**config.mk**
```make
export PLATFORM = sky130hd
export DESIGN_NAME = pfm_timer
export DESIGN_NICKNAME = d
export VERILOG_FILES = /design/src/shared/pfm_pkg.sv /design/src/verilog/pfm_prescaler.sv /design/src/verilog/pfm_timer.sv
export VERILOG_INCLUDE_DIRS = /design/src /design/src/shared
export SDC_FILE = /design/constraint.sdc
export NUM_CORES = 1
export LEC_CHECK = 0
export ABC_AREA = 1
export BUFFER_PORTS_ARGS = -buffer_cell sky130_fd_sc_hd__clkbuf_2
export CELL_PAD_IN_SITES_DETAIL_PLACEMENT = 1
export CELL_PAD_IN_SITES_GLOBAL_PLACEMENT = 2
export CORE_UTILIZATION = 30
export CTS_BUF_LIST = sky130_fd_sc_hd__clkbuf_4
export DETAILED_ROUTE_END_ITERATION = 10
export PLACE_DENSITY_LB_ADDON = 0.12
export SYNTH_ARGS = -nofsm -noshare
export SYNTH_HDL_FRONTEND = slang
export SYNTH_SLANG_ARGS = --single-unit
```
**constraint.sdc**
```tcl
create_clock -name hclk -period 1.55 [get_ports hclk]
set_input_delay 0 -clock hclk [delete_from_list [all_inputs] [get_ports hclk]]
set_output_delay 0 -clock hclk [all_outputs]
set_load 0.05 [all_outputs]
```
**src/shared/pfm_defines.svh**
```systemverilog
/*
  Offsets, field positions, reset values and widths of the pulse and frequency
  measurement timer. Assumes inclusion by bare name from the package and modules.
*/
`ifndef PFM_DEFINES_SVH
`define PFM_DEFINES_SVH

// Register indexes; the byte address on the bus is four times the index.
`define PFM_IDX_MODE      8'ha0
`define PFM_IDX_CNT_LOW   8'ha1
`define PFM_IDX_CNT_HIGH  8'ha2
`define PFM_IDX_CONV      8'ha3
`define PFM_IDX_EDGE      8'hbf

// Timer mode register fields.
`define PFM_MODE_RUN      7
`define PFM_MODE_RATE_HI  6
`define PFM_MODE_RATE_LO  4
`define PFM_MODE_SRC      3
`define PFM_MODE_IEN      1
`define PFM_MODE_IRQ      0

// Edge control register fields.
`define PFM_EDGE_PW       1
`define PFM_EDGE_POL      0

// Converter control register fields.
`define PFM_CONV_CLKOUT   7
`define PFM_CONV_CH_HI    2
`define PFM_CONV_CH_LO    1
`define PFM_CONV_EN       0

// Reset values.
`define PFM_RST_MODE      8'h00
`define PFM_RST_EDGE      2'h0
`define PFM_RST_COUNT     16'h0000
`define PFM_RST_CONV      8'h00
`define PFM_RST_RATE      3'h0

// Channel code with no channel behind it.
`define PFM_CH_RESERVED   2'h3
`define PFM_NUM_CH        3

// Prescaler counter width; code 000 divides by two to this power.
`define PFM_PRE_W         8

// Bus constants.
`define PFM_HTRANS_NONSEQ 2'h2
`define PFM_HRESP_OKAY    1'h0

`endif

```
**src/shared/pfm_pkg.sv**
```systemverilog
/*
  Types of the pulse and frequency measurement timer.
  Assumes pfm_defines.svh is on the include path.
*/
`include "pfm_defines.svh"

package pfm_pkg;

  typedef enum logic [1:0] {
    PFM_PW_WAIT,
    PFM_PW_COUNT,
    PFM_PW_DONE
  } pfm_pw_state_t;

  typedef struct packed {
    logic [3:0]              takeover;
    logic [`PFM_NUM_CH-1:0] chan_en;
    logic [`PFM_NUM_CH-1:0] chan_analog;
    logic                    clk_out_sel;
    logic                    clk_out;
  } pfm_pins_t;

endpackage

```
**src/verilog/pfm_prescaler.sv**
```systemverilog
/*
  Prescaler that divides the instruction clock by 256 down to 2.
  Assumes hclk is the instruction clock and rate is stable between uses.
*/
`timescale 1ns/1ps
`include "pfm_defines.svh"

module pfm_prescaler
  import pfm_pkg::*;
(
  input  wire logic       hclk,
  input  wire logic       hresetn,
  input  wire logic [2:0] rate,
  output logic            tick
);

  logic [`PFM_PRE_W-1:0] cnt_r;
  logic [`PFM_PRE_W-1:0] mask;

  // Code 000 watches all eight bits, code 111 only the lowest one.
  assign mask = 8'hff >> rate;

  always_ff @(posedge hclk or negedge hresetn) begin
    if (!hresetn) begin
      cnt_r <= 8'h00;
    end else begin
      cnt_r <= cnt_r + 8'h01;
    end
  end

  always_ff @(posedge hclk or negedge hresetn) begin
    if (!hresetn) begin
      tick <= 1'b0;
    end else begin
      tick <= ((cnt_r & mask) == mask);
    end
  end

endmodule

```
**src/verilog/pfm_timer.sv**
```systemverilog
/*
  Pulse and frequency measurement timer with converter control, AHB-Lite slave.
  Assumes event_input and osc_clk_in are synchronous to hclk and one AHB master.
*/
`timescale 1ns/1ps
`include "pfm_defines.svh"

module pfm_timer
  import pfm_pkg::*;
(
  input  wire logic        hclk,
  input  wire logic        hresetn,
  input  wire logic        hsel,
  input  wire logic [31:0] haddr,
  input  wire logic [1:0]  htrans,
  input  wire logic        hwrite,
  input  wire logic [2:0]  hsize,
  input  wire logic [31:0] hwdata,
  input  wire logic        hready,
  output logic [31:0]      hrdata,
  output logic             hreadyout,
  output logic             hresp,
  input  wire logic        event_input,
  input  wire logic        osc_clk_in,
  output pfm_pins_t        pins
);

  // Register selector, used by both the write and the read decoders.
  typedef enum logic [2:0] {
    PFM_SEL_NONE,
    PFM_SEL_MODE,
    PFM_SEL_LOW,
    PFM_SEL_HIGH,
    PFM_SEL_CONV,
    PFM_SEL_EDGE
  } pfm_sel_t;

  function automatic pfm_sel_t decode_addr(input logic [31:0] a);
    pfm_sel_t s;
    s = PFM_SEL_NONE;
    if (a[1:0] != 2'h0 || a[31:10] != 22'h0) begin
      s = PFM_SEL_NONE;
    end else if (a[9:2] == `PFM_IDX_MODE) begin
      s = PFM_SEL_MODE;
    end else if (a[9:2] == `PFM_IDX_CNT_LOW) begin
      s = PFM_SEL_LOW;
    end else if (a[9:2] == `PFM_IDX_CNT_HIGH) begin
      s = PFM_SEL_HIGH;
    end else if (a[9:2] == `PFM_IDX_CONV) begin
      s = PFM_SEL_CONV;
    end else if (a[9:2] == `PFM_IDX_EDGE) begin
      s = PFM_SEL_EDGE;
    end
    return s;
  endfunction

  // One-hot channel enable; the reserved code yields none.
  function automatic logic [`PFM_NUM_CH-1:0] chan_onehot(input logic [1:0] code);
    logic [`PFM_NUM_CH-1:0] oh;
    oh = 3'h0;
    if (code != `PFM_CH_RESERVED) begin
      oh = 3'h1 << code;
    end
    return oh;
  endfunction

  logic                    ap_valid_r;
  logic                    ap_write_r;
  pfm_sel_t                ap_sel_r;
  logic                    wr_mode;
  logic                    wr_low;
  logic                    wr_high;
  logic                    wr_conv;
  logic                    wr_edge;
  logic                    rd_high;
  logic [7:0]              wbyte;

  logic                    run_r;
  logic [2:0]              rate_r;
  logic                    src_sel_r;
  logic                    ien_r;
  logic                    irq_r;
  logic                    pw_en_r;
  logic                    pol_r;
  logic                    conv_en_r;
  logic [1:0]              chan_r;
  logic                    clk_out_en_r;
  logic [15:0]             count_r;
  logic [15:0]             count_nxt;
  logic [7:0]              low_wr_r;
  logic [7:0]              low_rd_r;
  pfm_pw_state_t           pw_state_r;

  logic                    tick;
  logic                    sig;
  logic                    sig_prev_r;
  logic                    rise;
  logic                    fall;
  logic                    edge_hit;
  logic                    start_edge;
  logic                    stop_edge;
  logic                    cnt_inc;
  logic                    overflow;
  logic                    pw_stop;

  logic [3:0]              takeover_r;
  logic [`PFM_NUM_CH-1:0]  chan_en_r;
  logic [`PFM_NUM_CH-1:0]  chan_an_r;
  logic [`PFM_NUM_CH-1:0]  chan_oh;
  logic                    clk_sel_r;
  logic                    clk_drv_r;

  pfm_prescaler u_pre (
    .hclk    (hclk),
    .hresetn (hresetn),
    .rate    (rate_r),
    .tick    (tick)
  );

  // Bus address phase capture.
  always_ff @(posedge hclk or negedge hresetn) begin
    if (!hresetn) begin
      ap_valid_r <= 1'b0;
      ap_write_r <= 1'b0;
      ap_sel_r   <= PFM_SEL_NONE;
    end else if (hready) begin
      ap_valid_r <= hsel && htrans == `PFM_HTRANS_NONSEQ;
      ap_write_r <= hwrite;
      ap_sel_r   <= decode_addr(haddr);
    end
  end

  assign wbyte   = hwdata[7:0];
  assign wr_mode = ap_valid_r && ap_write_r && ap_sel_r == PFM_SEL_MODE;
  assign wr_low  = ap_valid_r && ap_write_r && ap_sel_r == PFM_SEL_LOW;
  assign wr_high = ap_valid_r && ap_write_r && ap_sel_r == PFM_SEL_HIGH;
  assign wr_conv = ap_valid_r && ap_write_r && ap_sel_r == PFM_SEL_CONV;
  assign wr_edge = ap_valid_r && ap_write_r && ap_sel_r == PFM_SEL_EDGE;
  assign rd_high = ap_valid_r && !ap_write_r && !hreadyout && ap_sel_r == PFM_SEL_HIGH;

  // Reads take one wait state so that read data comes from a flip-flop.
  always_ff @(posedge hclk or negedge hresetn) begin
    if (!hresetn) begin
      hreadyout <= 1'b1;
      hrdata    <= 32'h0000_0000;
    end else if (hready && hsel && htrans == `PFM_HTRANS_NONSEQ && !hwrite) begin
      hreadyout <= 1'b0;
    end else if (!hreadyout) begin
      hreadyout <= 1'b1;
      if (ap_sel_r == PFM_SEL_MODE) begin
        hrdata <= {24'h0, run_r, rate_r, src_sel_r, 1'b0, ien_r, irq_r};
      end else if (ap_sel_r == PFM_SEL_LOW) begin
        hrdata <= {24'h0, low_rd_r};
      end else if (ap_sel_r == PFM_SEL_HIGH) begin
        hrdata <= {24'h0, count_r[15:8]};
      end else if (ap_sel_r == PFM_SEL_CONV) begin
        hrdata <= {24'h0, clk_out_en_r, 4'h0, chan_r, conv_en_r};
      end else if (ap_sel_r == PFM_SEL_EDGE) begin
        hrdata <= {30'h0, pw_en_r, pol_r};
      end else begin
        hrdata <= 32'h0000_0000;
      end
    end
  end

  always_ff @(posedge hclk or negedge hresetn) begin
    if (!hresetn) begin
      hresp <= `PFM_HRESP_OKAY;
    end else begin
      hresp <= `PFM_HRESP_OKAY;
    end
  end

  // Timer mode register other than the flag.
  always_ff @(posedge hclk or negedge hresetn) begin
    if (!hresetn) begin
      run_r     <= 1'b0;
      rate_r    <= `PFM_RST_RATE;
      src_sel_r <= 1'b0;
      ien_r     <= 1'b0;
    end else if (wr_mode) begin
      run_r     <= wbyte[`PFM_MODE_RUN];
      rate_r    <= wbyte[`PFM_MODE_RATE_HI:`PFM_MODE_RATE_LO];
      src_sel_r <= wbyte[`PFM_MODE_SRC];
      ien_r     <= wbyte[`PFM_MODE_IEN];
    end
  end

  // Edge control register.
  always_ff @(posedge hclk or negedge hresetn) begin
    if (!hresetn) begin
      pw_en_r <= 1'b0;
      pol_r   <= 1'b0;
    end else if (wr_edge) begin
      pw_en_r <= wbyte[`PFM_EDGE_PW];
      pol_r   <= wbyte[`PFM_EDGE_POL];
    end
  end

  // Converter control register.
  always_ff @(posedge hclk or negedge hresetn) begin
    if (!hresetn) begin
      conv_en_r    <= 1'b0;
      chan_r       <= 2'h0;
      clk_out_en_r <= 1'b0;
    end else if (wr_conv) begin
      conv_en_r    <= wbyte[`PFM_CONV_EN];
      chan_r       <= wbyte[`PFM_CONV_CH_HI:`PFM_CONV_CH_LO];
      clk_out_en_r <= wbyte[`PFM_CONV_CLKOUT];
    end
  end

  // Input selection and edge detection.
  assign sig  = conv_en_r ? osc_clk_in : event_input;
  assign rise = sig && !sig_prev_r;
  assign fall = !sig && sig_prev_r;
  assign edge_hit   = pol_r ? rise : fall;
  assign start_edge = pol_r ? fall : rise;
  assign stop_edge  = pol_r ? rise : fall;

  always_ff @(posedge hclk or negedge hresetn) begin
    if (!hresetn) begin
      sig_prev_r <= 1'b0;
    end else begin
      sig_prev_r <= sig;
    end
  end

  // Pulse width sequence.
  assign pw_stop = run_r && pw_en_r && pw_state_r == PFM_PW_COUNT && stop_edge;

  always_ff @(posedge hclk or negedge hresetn) begin
    if (!hresetn) begin
      pw_state_r <= PFM_PW_WAIT;
    end else if (!run_r || !pw_en_r) begin
      pw_state_r <= PFM_PW_WAIT;
    end else begin
      case (pw_state_r)
        PFM_PW_WAIT: begin
          if (!irq_r && start_edge) begin
            pw_state_r <= PFM_PW_COUNT;
          end
        end
        PFM_PW_COUNT: begin
          if (stop_edge) begin
            pw_state_r <= PFM_PW_DONE;
          end
        end
        default: begin
          if (!irq_r) begin
            pw_state_r <= PFM_PW_WAIT;
          end
        end
      endcase
    end
  end

  // Counter advance conditions per mode.
  always_comb begin
    cnt_inc = 1'b0;
    if (run_r) begin
      if (pw_en_r) begin
        cnt_inc = pw_state_r == PFM_PW_COUNT && !stop_edge && tick;
      end else if (src_sel_r) begin
        cnt_inc = edge_hit;
      end else begin
        cnt_inc = tick;
      end
    end
  end

  assign overflow  = cnt_inc && count_r == 16'hffff;
  assign count_nxt = count_r + 16'h0001;

  // Buffer holds still while the timer is stopped, except that a high byte write loads it.
  always_ff @(posedge hclk or negedge hresetn) begin
    if (!hresetn) begin
      count_r <= `PFM_RST_COUNT;
    end else if (wr_high) begin
      count_r <= {wbyte, low_wr_r};
    end else if (cnt_inc) begin
      count_r <= count_nxt;
    end
  end

  // Low byte: write staging and read snapshot.
  always_ff @(posedge hclk or negedge hresetn) begin
    if (!hresetn) begin
      low_wr_r <= 8'h00;
    end else if (wr_low) begin
      low_wr_r <= wbyte;
    end
  end

  always_ff @(posedge hclk or negedge hresetn) begin
    if (!hresetn) begin
      low_rd_r <= 8'h00;
    end else if (rd_high) begin
      low_rd_r <= count_r[7:0];
    end else if (pw_stop) begin
      low_rd_r <= count_r[7:0];
    end
  end

  // Flag: a hardware set wins over a software clear in the same cycle.
  always_ff @(posedge hclk or negedge hresetn) begin
    if (!hresetn) begin
      irq_r <= 1'b0;
    end else if (pw_stop || (overflow && !pw_en_r)) begin
      irq_r <= 1'b1;
    end else if (wr_mode) begin
      irq_r <= wbyte[`PFM_MODE_IRQ];
    end
  end

  // Port 5 pin takeover and channel states.
  always_ff @(posedge hclk or negedge hresetn) begin
    if (!hresetn) begin
      takeover_r <= 4'h0;
      clk_sel_r  <= 1'b0;
      clk_drv_r  <= 1'b0;
    end else begin
      takeover_r <= {4{conv_en_r}};
      clk_sel_r  <= clk_out_en_r;
      clk_drv_r  <= clk_out_en_r && conv_en_r && osc_clk_in;
    end
  end

  assign chan_oh = chan_onehot(chan_r);

  genvar gi;
  generate
    for (gi = 0; gi < `PFM_NUM_CH; gi = gi + 1) begin : g_chan
      always_ff @(posedge hclk or negedge hresetn) begin
        if (!hresetn) begin
          chan_en_r[gi] <= 1'b0;
          chan_an_r[gi] <= 1'b0;
        end else begin
          chan_en_r[gi] <= conv_en_r && chan_oh[gi];
          chan_an_r[gi] <= conv_en_r && !chan_oh[gi];
        end
      end
    end
  endgenerate

  assign pins.takeover    = takeover_r;
  assign pins.chan_en     = chan_en_r;
  assign pins.chan_analog = chan_an_r;
  assign pins.clk_out_sel = clk_sel_r;
  assign pins.clk_out     = clk_drv_r;

endmodule
```
==> impl_results.md <==
- Die area: 15,100 sq um
- Crit Path Class: input port to flip-flop
- Cells after synthesis: 552
- Hold Startpoint: hready
- Psw: 1940 uW
- Max-slew violation count: 0
- Failing checks: negative hold slack
- Hold path depth: 2
- Port bufs: 69
- Unrepaired setup endpoints after global routing: true
- Post-synth EDFFs: 0
- Status: complete, but fails checks
- Post-route ant nets: 0
- Synth cell types: 39
- Startpoint types: input port
- Worst-path clk slew: 130 ps
- GP Congestion: 0.816
- DRC: 0
- Period utilization: 0.968
- Synth Flop Type: dfrtp_1
- CTS tree: built
- Worst path required time: 1950 ps
- Fraction of layout cells with a size suffix above 1: 0.230
- WL final: 14,000 um
- Syn_area_per_cell: 7.97 sq um
- Post-synth top area share: 0.450
- Worst R2R Setup Slack: 70 ps
- Clock skew: 16.3 ps
- Reg power frac: 0.476
- Post-detail-place hpwl: 10,000 um
- Maximum clock insertion buffer count: 2
- Worst EP arrival: 1900 ps
- Minimum clock period: 1500 ps
- Fraction of registers with async set/reset: 1.00
- Crit end category: flip-flop
- Achievable Freq: 667 MHz
- Setup violators final: 0
- Area growth from synthesis to layout: 30.2%
- DP Worst Slack: 39.3 ps
- Crit Path Max Fanout: 3
- Worst r2r src: ap_sel_r[2]
- Final net count: 774
- #FFs+latches synth: 80
- Fillers: 1,773
- Global-route usage over all layers: 0.196
- Fin Hold WS: -60.0 ps
- Worst skew pair latency: 460 ps
- Cell Pwr Density: 928 nW/um^2
- Final worst-path setup slack: 50.1 ps
- VDD IR-drop max: 0.000329 V
- H-tree Lvls: 3
- Initial Util: 0.312
- Drt wl/cell: 15.9 um
- Pre-antenna DRT Iters: 4
- Via density: 4.74
- Synth area leaders: dfrtp_1 45%, nand2_1 14%, buf_4 5.5%
- Initial antenna violation count: 0
- Drt first-iter violations: 202
- Sw Share: 0.365
- First-pass GRT wire length: 22,200 um
- Total core area: 14,100 sq um
- Reg2reg end: count_r[10]
- Vias: 4,174
- Die Y: 123 um
- Internal power: 3370 uW
- Yosys warns: 0
- Root buf cell: clkbuf_4
- Site Rows: 43
- Static Leak: 0.00293 uW
- Largest net degree at the start of global routing: 54
- Max_cap viols: 0
- Reg2Reg Depth: 9
- CTS sink count: 80
- Final hold viol count: 2
- Cell Area, Synth: 4400 sq um
- Setup TNS: 0 ps
- Hold EP: ap_write_r
- Core Util, Final: 0.406
- N_diodes: 0
- Clk pwr share: 0.249
- Most frequent cell after synthesis: nand2_1
- I/O pin count: 122
- Largest area contributor in the netlist: dfrtp_1
- CTS Buf Count: 9
- Worst min path class: input port to flip-flop
- Synth cell count leaders: 160 x nand2_1, 79 x dfrtp_1, 54 x inv_1
- Logic gate share of total power: 0.275
- Vias in the first global route: 4,287
- GRT overflow: 0
- Die X: 123 um
- Post-synthesis sequential area ratio: 0.455
## flip-flops by register name, indices dropped and copies added, names as in the netlist, 2 cells and up
signal,count
ap_sel_r,3
chan_r,2
count_r,16
hrdata,8
low_rd_r,8
low_wr_r,8
pins,6
pw_state_r,2
rate_r,3
u_pre.cnt_r,8
## worst max path at each step
stage	startpoint	slack, ps	endpoint	depth (start not counted)
3_3_place_gp	ap_sel_r[2]	80	count_r[3]	9
4_1_cts	count_r[1]	10	count_r[14]	10
2_1_floorplan	hreadyout	100	hrdata[0]	5
3_5_place_dp	count_r[1]	40	count_r[12]	9
6_report	haddr[23]	50	ap_sel_r[2]	8
5_1_grt	haddr[23]	-60	ap_sel_r[2]	8
## cell usage in the layout (no fill, tap or decap), types with 2 or more instances in the layout
master,n
buf_12,3
clkinv_4,2
dlygate4sd3_1,39
ha_1,2
clkinv_1,2
clkbuf_2,67
xnor2_1,4
dfrtp_2,3
nand3_4,3
o21ai_2,2
xor2_1,8
nor3_1,10
a22oi_1,4
nand4_4,2
nand4_1,27
buf_4,37
inv_2,4
nand2_1,157
o21ai_1,7
conb_1,25
nand2_4,5
clkbuf_4,9
o21ai_4,2
a21oi_1,15
nor2_2,5
nor4_1,3
o21ai_0,38
nand3_1,31
nor2_4,2
nor2_1,29
dfrtp_1,76
nand2_2,6
o22ai_1,2
inv_1,53
## cell families after synthesis
kind of cell	count (synthesis)	synth area share
buffers and inverters	99	0.119
AO/OA/AOI/OAI	74	0.0947
adder cells (fa/ha/maj)	2	0.00569
other	1	0.000853
AND/OR/NAND/NOR	284	0.301
XOR/XNOR	12	0.0239
flip-flops	80	0.455
## metal layers
| metal | global-route usage | up-vias | wire length [um] |
|---|---|---|---|
| li1 | - | 2042 | - |
| met1 | 0.260 | 2039 | 6690 |
| met2 | 0.327 | 75 | 6740 |
| met3 | 0.0254 | 18 | 395 |
| met4 | 0.0693 | 0 | 221 |
| met5 | 0 | - | 0 |
## worst max-delay path: stages
cell and delay (ps):
dlygate4sd3_1 540, clkbuf_2 110, nor4_2 270, dlygate4sd3_1 590, nand3_1 90, nor2_2 160
nand2_1 80, nand2_1 60
## per-stage QoR
step	instances	total power, uW	instance area [sq um]
final	881	5310	5730
after global routing	881	5640	5730
after CTS	879	5350	5630
after detailed placement	822	3940	5080
after global placement	822	3880	5080
after floorplan	576	3430	4490
## power groups by stage
stage | clock network [uW] | registers, uW | logic, uW
2_1_floorplan | 0 | 2620 | 804
3_3_place_gp | 0 | 2560 | 1320
3_5_place_dp | 0 | 2570 | 1370
4_1_cts | 1370 | 2520 | 1450
5_1_grt | 1450 | 2560 | 1630
6_report | 1320 | 2530 | 1460
## cell type report
type / instances / area (sq um) / area share
clock buffer: 9 / 67.6 / 0.0118
tap: 180 / 225 / 0.0393
timing repair buffer: 149 / 1100 / 0.193
multi-input combinational: 399 / 2040 / 0.356
clock inverter: 7 / 71.3 / 0.0125
sequential: 80 / 2010 / 0.351
inverter: 57 / 214 / 0.0374
## what timing repair did
| item | 4_1_cts | 5_1_grt |
|---|---|---|
| buffers inserted | 0 | 2 |
| setup endpoints to repair | 0 | 35 |
| hold endpoints to repair | 116 | 0 |
| resized for setup | 0 | 21 |
| hold buffers | 41 | 0 |
(Power assumes the default switching activity.)
